File: config.mk
export PLATFORM = sky130hd
export DESIGN_NAME = relay_spi_frame
export DESIGN_NICKNAME = d
export VERILOG_FILES = /design/src/inc/relay_spi_pkg.sv /design/src/logic/relay_spi_frame.sv
export SDC_FILE = /design/constraint.sdc
export NUM_CORES = 1
export LEC_CHECK = 0
export BUFFER_PORTS_ARGS = -buffer_cell sky130_fd_sc_hd__buf_2
export CAP_MARGIN = 25
export CORE_UTILIZATION = 30
export CTS_CLUSTER_DIAMETER = 200
export DETAILED_ROUTE_END_ITERATION = 10
export SLEW_MARGIN = 30
export SYNTH_ARGS = -nofsm -noshare
export SYNTH_HDL_FRONTEND = slang
export SYNTH_SLANG_ARGS = --single-unit
File: constraint.sdc
create_clock -name ref_clk -period 2.4 [get_ports ref_clk]
set_input_delay 0 -clock ref_clk [delete_from_list [all_inputs] [get_ports ref_clk]]
set_output_delay 0 -clock ref_clk [all_outputs]
set_load 0.05 [all_outputs]
File: src/inc/relay_spi_pkg.sv
// Shared constants and types of the relay driver serial frame protocol
package relay_spi_pkg;

  // ----------------------------------------------------------------------
  // Frame layout
  // ----------------------------------------------------------------------
  localparam int          FRAME_BITS  = 16;
  localparam int          OP_HI       = 15;
  localparam int          OP_LO       = 14;
  localparam int          BANK_HI     = 13;
  localparam int          BANK_LO     = 10;
  localparam int          ROW_HI      = 9;
  localparam int          ROW_LO      = 8;
  localparam int          DATA_HI     = 7;
  localparam int          TAIL_HI     = 1;
  localparam int          FAULT_BIT   = 10;
  localparam int          REG_COUNT   = 64;

  // ----------------------------------------------------------------------
  // Command codes and reply constants
  // ----------------------------------------------------------------------
  localparam logic [1:0]  OP_WRITE     = 2'h2;
  localparam logic [1:0]  OP_BAD_WRITE = 2'h3;
  localparam logic [1:0]  OP_READ      = 2'h1;
  localparam logic [1:0]  OP_BAD_READ  = 2'h0;
  localparam logic [1:0]  READ_TAIL    = 2'h2;
  localparam logic [1:0]  DIAG_TAIL    = 2'h1;
  localparam logic [15:0] FIRST_BASE   = 16'h0400;
  localparam logic [3:0]  BANK_LAST    = 4'h9;
  localparam logic [1:0]  ROW_UNUSED   = 2'h3;
  localparam logic [7:0]  INSTR_RST    = 8'h00;
  localparam logic [7:0]  REG_RST      = 8'h00;
  localparam logic [4:0]  PULSE_MIN    = 5'h10;
  localparam logic [2:0]  BYTE_ALIGNED = 3'h0;

  // ----------------------------------------------------------------------
  // Types
  // ----------------------------------------------------------------------
  typedef struct packed {
    logic       valid;
    logic [3:0] bank_select_field;
    logic [1:0] row_select_field;
    logic [7:0] data;
  } reg_write_t;

  typedef enum logic [3:0] {
    RPL_FIRST = 4'h1,
    RPL_DIAG  = 4'h2,
    RPL_READ  = 4'h4,
    RPL_FAULT = 4'h8
  } reply_kind_t;

  typedef enum logic [1:0] {
    ST_IDLE  = 2'h1,
    ST_FRAME = 2'h2
  } link_state_t;

endpackage

File: src/logic/relay_spi_frame.sv
// Serial frame decoder, length checker and delayed reply shifter
`timescale 1ns/1ps
module relay_spi_frame
  import relay_spi_pkg::*;
(
  input  wire logic        ref_clk,
  input  wire logic        srst,
  input  wire logic        sclk_pin,
  input  wire logic        si_pin,
  input  wire logic        select_active_low,
  input  wire logic        sw_reset,
  input  wire logic [15:0] status_bits,
  output logic             so_o,
  output logic             so_oe,
  output reg_write_t       wr_o,
  output logic [7:0]       last_instruction_word
);

  // ----------------------------------------------------------------------
  // Helpers
  // ----------------------------------------------------------------------
  // Only a subset of the address space carries registers
  function automatic logic addr_ok(input logic [3:0] bank, input logic [1:0] row);
    addr_ok = (bank <= BANK_LAST) && (row != ROW_UNUSED);
  endfunction

  // Standard diagnosis word, top bit forced low, fault flag inserted
  function automatic logic [15:0] diag_word(input logic [15:0] st, input logic flag);
    logic [15:0] w;
    w = st;
    w[OP_HI] = 1'b0;
    w[FAULT_BIT] = flag;
    diag_word = w;
  endfunction

  // ----------------------------------------------------------------------
  // Pin synchronisers
  // ----------------------------------------------------------------------
  logic [2:0] sclk_s_q, si_s_q, sel_s_q;
  logic       sclk_f_q, si_f_q, sel_f_q;
  logic       sclk_f_d, si_f_d, sel_f_d;

  // Filtered level moves only when stages two and three agree
  always_comb begin
    sclk_f_d = (sclk_s_q[1] == sclk_s_q[2]) ? sclk_s_q[2] : sclk_f_q;
    si_f_d   = (si_s_q[1] == si_s_q[2]) ? si_s_q[2] : si_f_q;
    sel_f_d  = (sel_s_q[1] == sel_s_q[2]) ? sel_s_q[2] : sel_f_q;
  end

  always_ff @(posedge ref_clk) begin
    if (srst) begin
      sclk_s_q <= 3'h0;
      si_s_q   <= 3'h0;
      sel_s_q  <= 3'h7;
      sclk_f_q <= 1'b0;
      si_f_q   <= 1'b0;
      sel_f_q  <= 1'b1;
    end else begin
      sclk_s_q <= {sclk_s_q[1:0], sclk_pin};
      si_s_q   <= {si_s_q[1:0], si_pin};
      sel_s_q  <= {sel_s_q[1:0], select_active_low};
      sclk_f_q <= sclk_f_d;
      si_f_q   <= si_f_d;
      sel_f_q  <= sel_f_d;
    end
  end

  logic sclk_rise, sclk_fall, frame_start, frame_end;
  link_state_t state_q, state_d;

  // Edges of the filtered link signals
  assign sclk_rise   = sclk_f_d & ~sclk_f_q;
  assign sclk_fall   = ~sclk_f_d & sclk_f_q;
  assign frame_start = (state_q == ST_IDLE) && !sel_f_d;
  assign frame_end   = (state_q == ST_FRAME) && sel_f_d;

  // ----------------------------------------------------------------------
  // Frame engine
  // ----------------------------------------------------------------------
  logic [15:0] rx_q, rx_d, tx_q, tx_d, read_word_q, read_word_d;
  logic [4:0]  cnt_q, cnt_d;
  logic [2:0]  mod_q, mod_d;
  logic        last_si_q, last_si_d, fault_q, fault_d, len_ok;
  logic [7:0]  instr_q, instr_d;
  reply_kind_t kind_q, kind_d;
  reg_write_t  wr_q, wr_d;
  logic [7:0]  mem_q [REG_COUNT];
  logic [3:0]  bank;
  logic [1:0]  row, op, tail;

  assign op     = rx_q[OP_HI:OP_LO];
  assign bank   = rx_q[BANK_HI:BANK_LO];
  assign row    = rx_q[ROW_HI:ROW_LO];
  assign tail   = rx_q[TAIL_HI:0];
  assign len_ok = (cnt_q == PULSE_MIN) && (mod_q == BYTE_ALIGNED);

  // Next state of shifters, counters, reply selection and write strobe
  always_comb begin
    state_d     = state_q;
    rx_d        = rx_q;
    tx_d        = tx_q;
    cnt_d       = cnt_q;
    mod_d       = mod_q;
    last_si_d   = last_si_q;
    fault_d     = fault_q;
    instr_d     = instr_q;
    kind_d      = kind_q;
    read_word_d = read_word_q;
    wr_d        = '0;
    case (state_q)
      ST_IDLE: begin
        if (frame_start) begin
          state_d = ST_FRAME;
          cnt_d   = 5'h0;
          mod_d   = 3'h0;
          // Reply prepared by the previous frame goes out now
          case (kind_q)
            RPL_FIRST: tx_d = FIRST_BASE | {8'h00, instr_q};
            RPL_READ:  tx_d = read_word_q;
            RPL_FAULT: tx_d = diag_word(status_bits, 1'b1);
            default:   tx_d = diag_word(status_bits, fault_q);
          endcase
        end
      end
      ST_FRAME: begin
        if (frame_end) begin
          state_d = ST_IDLE;
          fault_d = !len_ok;
          if (!len_ok) begin
            kind_d = RPL_FAULT;
          end else if (!rx_q[OP_HI] && (tail == DIAG_TAIL)) begin
            kind_d = RPL_DIAG;
          end else if ((op == OP_WRITE) && addr_ok(bank, row)) begin
            kind_d  = RPL_DIAG;
            instr_d = rx_q[DATA_HI:0];
            wr_d    = '{valid: 1'b1, bank_select_field: bank, row_select_field: row, data: rx_q[DATA_HI:0]};
          end else if ((op == OP_READ) && (tail == READ_TAIL) && addr_ok(bank, row)) begin
            kind_d      = RPL_READ;
            read_word_d = {OP_WRITE, bank, row, mem_q[{bank, row}]};
          end else begin
            // 11 writes, 00 reads, bad tails and unused addresses
            kind_d = RPL_FAULT;
          end
        end else begin
          if (sclk_fall) begin
            rx_d      = {rx_q[14:0], si_f_q};
            last_si_d = si_f_q;
            mod_d     = mod_q + 3'h1;
            // Saturating so long chained frames still pass the minimum
            cnt_d     = (cnt_q == PULSE_MIN) ? cnt_q : cnt_q + 5'h1;
          end
          // First bit is already out; later rises step MSB first
          if (sclk_rise && (cnt_q != 5'h0)) begin
            tx_d = {tx_q[14:0], last_si_q};
          end
        end
      end
      default: state_d = ST_IDLE;
    endcase
    // Software reset re-arms the special first reply
    if (sw_reset) begin
      kind_d  = RPL_FIRST;
      fault_d = 1'b1;
    end
  end

  always_ff @(posedge ref_clk) begin
    if (srst) begin
      state_q     <= ST_IDLE;
      rx_q        <= 16'h0000;
      tx_q        <= 16'h0000;
      cnt_q       <= 5'h0;
      mod_q       <= 3'h0;
      last_si_q   <= 1'b0;
      fault_q     <= 1'b1;
      instr_q     <= INSTR_RST;
      kind_q      <= RPL_FIRST;
      read_word_q <= 16'h0000;
      wr_q        <= '0;
    end else begin
      state_q     <= state_d;
      rx_q        <= rx_d;
      tx_q        <= tx_d;
      cnt_q       <= cnt_d;
      mod_q       <= mod_d;
      last_si_q   <= last_si_d;
      fault_q     <= fault_d;
      instr_q     <= instr_d;
      kind_q      <= kind_d;
      read_word_q <= read_word_d;
      wr_q        <= wr_d;
    end
  end

  // Register store, written only by accepted frames
  always_ff @(posedge ref_clk) begin
    if (srst) begin
      for (int i = 0; i < REG_COUNT; i++) begin
        mem_q[i] <= REG_RST;
      end
    end else if (wr_d.valid) begin
      mem_q[{wr_d.bank_select_field, wr_d.row_select_field}] <= wr_d.data;
    end
  end

  // ----------------------------------------------------------------------
  // Outputs
  // ----------------------------------------------------------------------
  assign so_o                  = tx_q[OP_HI];
  assign so_oe                 = (state_q == ST_FRAME);
  assign wr_o                  = wr_q;
  assign last_instruction_word = instr_q;

  logic good_end;
  assign good_end = frame_end && len_ok && !sw_reset;
endmodule

Yosys cells after proc, flatten, opt, wreduce, memory -nomap -nowiden
Memory sizes are Yosys's and may differ from the RTL's. A register that Yosys moved wholly into a read port is not among the register bits.
Index checks and enable logic that the tools add are counted.
W data, S select, Z words.
{ "totals": {"register_bits": 98, "in_bits": 22, "ramBits": 512, "wordCells": 112, "n_memories": 1, "output_inout_bits": 25} }
{ "memory_table": {"columns": ["name", "words", "width", "read_ports", "rd_clocked_by_memory_dff", "wr", "line", "text"], "rows": [
  ["mem_q", 64, 8, 1, 1, 64, "relay_spi_frame.sv:87", "logic [7:0] mem_q [REG_COUNT];"]
]} }
{ "op_classes": {"n_reduce_logical": 25, "muxes": 36, "bitwise": 7, "order_cmp": 1, "addsub": 2, "eq_ne": 20} }
{ "op_table": {"columns": ["cell", "count"], "rows": [
  ["$mux W15", 5],
  ["$mux W16", 3],
  ["$pmux W16 S3", 1],
  ["$pmux W16 S2", 1],
  ["$mux W5", 4],
  ["$mux W4", 4],
  ["$pmux W5 S2", 1],
  ["$reduce_and A5 Y1", 2],
  ["$logic_and A1 B1 Y1", 9],
  ["$mux W3", 3],
  ["$mux W1", 8],
  ["$mux W8", 1],
  ["$ne A2 B2 Y1 const B", 4],
  ["$reduce_and A4 Y1", 2],
  ["$reduce_or A8 Y1", 1],
  ["$eq A2 B1 Y1 const B", 3],
  ["$eq A2 B2 Y1 const B", 3],
  ["$mux W6", 1],
  ["$ne A2 B1 Y1 const B", 3],
  ["$pmux W3 S2", 1],
  ["$reduce_and A6 Y1", 1],
  ["$add A5 B1 Y5 const B", 1],
  ["$eq A5 B5 Y1 const B", 1],
  ["$not A1 Y1", 5],
  ["other kinds (16)", 23]
]} }

Longest topological paths before layout
{ "logic_depth": {"depth_word": 13, "depth_mapped": 11, "ltp_nobuf": 7} }

Worst setup path after synthesis
OpenSTA, ideal clock, no wires.
{ "synth_path": {"path_kind": "reg2reg", "from": "register cnt_q[0]", "to": "memory mem_q[29][0] (enable)", "n_path_buf": 3, "stages_incl_launch_ff": 11, "synth_period_minus_slack_ps": 2254, "required_ps": 2066, "t_arrival_ps": 1919, "setup_slack_ps": 146, "setup_ps": 334, "cell_sequence": "dfxtp_1 > inv_1 > ha_1 > and4bb_1 > and4_1 > buf_2 > and3_1 > buf_4 > buf_8 > nand4_4 > nand2b_1"} }
{ "synth_rtl": {"columns": ["item", "line", "text"], "rows": [
  ["start: declaration", "relay_spi_frame.sv:81", "logic [4:0] cnt_q, cnt_d;"],
  ["start signal: assignment", "relay_spi_frame.sv:184", "cnt_q <= cnt_d;"],
  ["end: declaration", "relay_spi_frame.sv:87", null]
]} }

==> run_results.csv <==
group,metric,value,unit
sta,maxSlewHeadroom,51.4,%
min_path,hold-path-endpoint,"sel_s_q[0]",
min_path,hp-class,"primary input to flop",
yosys,synth_area,19800,um2
yosys,synth_top_family_by_area,"simple AND/OR/NAND/NOR gates",
global_route,grt.overflow.total,0,
final_layout,seqCellArea,12800,um2
yosys,synthAdderAreaFrac,0.309,%
sta,finalSetupViolCount,0,
setup_path,path_class,"flop to flop",
final_layout,final_core_util,37.5,%
sta,rsz0062_at_grt,"yes",
sta,min_period_over_period,98.0,%
final_layout,final_nets,1775,
pwr,power,17.4,mW
setup_path,reg2reg_to,"mem_q[36][5]",
setup_path,reg2reg_from,"cnt_q[1]",
yosys,yosysSeqAreaShare,64.2,%
detailed_routing,drc_errors,0,
job,max_cap_viol_count,0,
cts,root_buffer,"clkbuf_16",
placed_design,io_buffers,44,
sta,skew,0.0287,ns
cts,cts_sinks,457,
setup_path,cp_slowest_cell,"dfxtp_1",
yosys,synthCells,1481,
yosys,yosys.area.top_type,"edfxtp_1",
yosys,synthXorXnorAreaFrac,0.177,%
run_status,status,"finished, final reports clean",
placed_design,place_hpwl,34400,um
floorplanning,pin_count,47,
detailed_routing,num_vias,12621,
yosys,synthTopCellsByArea,"edfxtp_1 54%, dfxtp_1 9.8%, nor2_1 6.0%, mux2i_1 5.7%, mux4_2 4.2%",
global_route,grt_max_degree,96,
min_path,hold_depth,3,
floorplanning,die_area,67200,um2
yosys,synth_edf_count,360,
sta,fin_ws,0.0477,ns
yosys,synth_compound_area_share,5.67,%
final_layout,fillers,6182,
final_layout,diodes,0,
placed_design,post-place-ws,-0.380,ns
cts,cts.clk_slew.worst_paths,0.06,ns
setup_path,crit_path_end_kind,"flop",
sta,setup_tns,0,ns
cts,cts_max_level,2,
detailed_routing,drt_wl_total,49800,um
min_path,hp-start,"select_active_low",
yosys,synth_ff_type,"edfxtp_1",
yosys,synth-simple-area-share,14.2,%
final_layout,area_delta_synth_final,22.7,%
detailed_routing,via_per_inst,4.77,
floorplanning,die_h,259,um
cts,cts_tree,"done",
setup_path,reg2reg_depth,9,
cts,cts_made_buffers,50,
yosys,ys_warn_count,0,
yosys,synth_seq_cells,457,
sta,clock.fmax,425,MHz
global_route,grt_use_total,15.0,%
global_route,grt_antenna_before_repair,1,
cts,clkLatencyLatePin,0.61,ns
global_route,grt_pass1_vias,12865,
setup_path,critPathArrivalTime,2.68,ns
yosys,async_flop_share,0,%
pwr,p_leak,8.27,nW
sta,worst_slew_pin_slew,0.719,ns
setup_path,worstSetupStartpointType,"flop",
setup_path,required,2.73,ns
global_route,grt_pass1_wl,76000,um
setup_path,critPathMaxFanout,9,
yosys,muxShareOfSynthArea,11.1,%
cts,cts.path.max_buffers,3,
sta,period_minus_slack,2.35,ns
final_layout,post_route_cells_drive_above_1_share,21.7,%
floorplanning,rows,93,
pwr,irDropWorstVdd,537,uV
yosys,synth_top_cell_area_share,54.5,%
setup_path,rrSetupSlack,0.05,ns
sta,slew_violations,0,
detailed_routing,avgRoutedWirePerCell,18.8,um
placed_design,place.gp.congestion,0.866,
floorplanning,coreArea,64900,um2
detailed_routing,firstDrtPassIters,7,
detailed_routing,ant_nets,0,
final_layout,multiInputGateArea,6730,um2
yosys,syn_area_per_cell,13.4,um2
setup_path,critPathMaxStageDelay,0.32,ns
floorplanning,start_util,30.6,%
sta,finalHoldViolations,0,
detailed_routing,drt_iter0_drc,1082,
pwr,powerDensity,714,nW/um2
setup_path,cp_cell_sequence,"inv_1, ha_1, and4bb_1, and4_4, and4b_2, buf_12, nand4_1, nand2b_1, buf_4",
yosys,synth_cell_types,70,
floorplanning,die_w,259,um
## Yosys cell counts, types with 5 or more instances
master       n
nand2b_1    37
inv_1        8
a211oi_1    16
mux4_2      37
dfxtp_1     97
a311o_1      8
buf_2       34
nand4_4      6
mux4_1       7
nor2b_1     28
buf_6       25
a21oi_1     39
nor4_1       8
nor2_1     315
a31oi_1     10
nand3_1     16
nor3_1       8
mux2i_1    114
edfxtp_1   360
clkbuf_1    47
nand2_1     55
and3_1       7
buf_1        5
a22o_1      12
buf_4       15
and2_1       9
a221oi_1     5
o21bai_1     5
or2_2        5
o21ai_0      5
or3_1        7
a2111oi_0    7
nand3_2     18
a22oi_1     33
## worst max-delay path: cells and delay by family, from the launching register on
kind / cells / cell delay (ns)
DFF: 1 / 0.32
adders and majority gates: 1 / 0.16
and+or+nand+nor: 5 / 1.22
buffers and inverters: 3 / 0.37
## placed cells by master (no fill, tap or decap), types with 19 or more instances in the layout
cell type / count
dfxtp_1: 94
dlygate4sd3_1: 19
a22oi_1: 33
nor2b_1: 28
mux4_2: 37
conb_1: 120
buf_4: 128
mux2i_1: 114
nor2_1: 315
edfxtp_1: 360
buf_2: 43
buf_12: 32
nand2_1: 55
clkbuf_16: 51
nand2b_1: 33
a21oi_1: 39
## stage by stage
stage / hold WS [ns] / area, um2 / instances
2_1_floorplan: 0.0768 / 20300 / 1600
3_3_place_gp: 0.197 / 22400 / 2527
3_5_place_dp: 0.206 / 22400 / 2527
4_1_cts: 0.0949 / 24300 / 2638
5_1_grt: 0.126 / 24400 / 2644
6_report: 0.121 / 24400 / 2644
## where the power goes
group	leakage [nW]	total, mW	switching [mW]	internal [mW]
combinational	3.19	0.514	0.291	0.224
clock	0.835	7.86	3.15	4.72
sequential	4.24	9.02	0.110	8.91
## worst max-delay path by stage
stage	slack [ns]	startpoint	endpoint
floorplan	0.15	cnt_q[0]	mem_q[29][0]
global placement	-0.16	rx_q[8]	read_word_q[0]
detailed placement	-0.38	rx_q[8]	read_word_q[0]
CTS	0.02	rx_q[8]	mem_q[9][3]
global route	-0.04	cnt_q[0]	mem_q[36][5]
finish	0.05	cnt_q[1]	mem_q[36][5]
## state kept, by name (all words and copies together), names as in the netlist, 4 cells and up
signal and count:
mem_q 360, tx_q 16, last_instruction_word 8, wr_o 15, rx_q 16, cnt_q 5, read_word_q 15, kind_q 4
## layer usage
layer | global-route usage (%) | routed length, um | vias up | part of all wire, %
li1 | - | - | 5857 | -
met1 | 18.6 | 20700 | 6254 | 42
met2 | 25.1 | 24100 | 403 | 48
met3 | 2.97 | 3270 | 105 | 6.6
met4 | 6.58 | 1720 | 2 | 3.4
met5 | 0 | 10 | - | 0.020
## cell families after synthesis
family                     Yosys count
AOI/OAI and AO/OA                  157
xor gates and xnor gates             4
adders and majority gates            5
buffers and inverters              139
DFF                                457
muxes                              162
other                                1
and+or+nand+nor                    556
## layout make-up
type,count,area share [%]
multi-input combinational,1004,27.6
sequential,457,52.4
inverter,9,0.159
tap,855,4.39
clock inverter,26,1.25
clock buffer,66,5.68
timing repair buffer,227,8.50
## what timing repair did
item,4_1_cts,5_1_grt
hold buffers,19,0
buffers inserted,0,6
resized for setup,7,8
endpoints found under the hold margin,37,0
setup endpoints to repair,97,79
pin swaps,0,1
(Power assumes the default switching activity.)
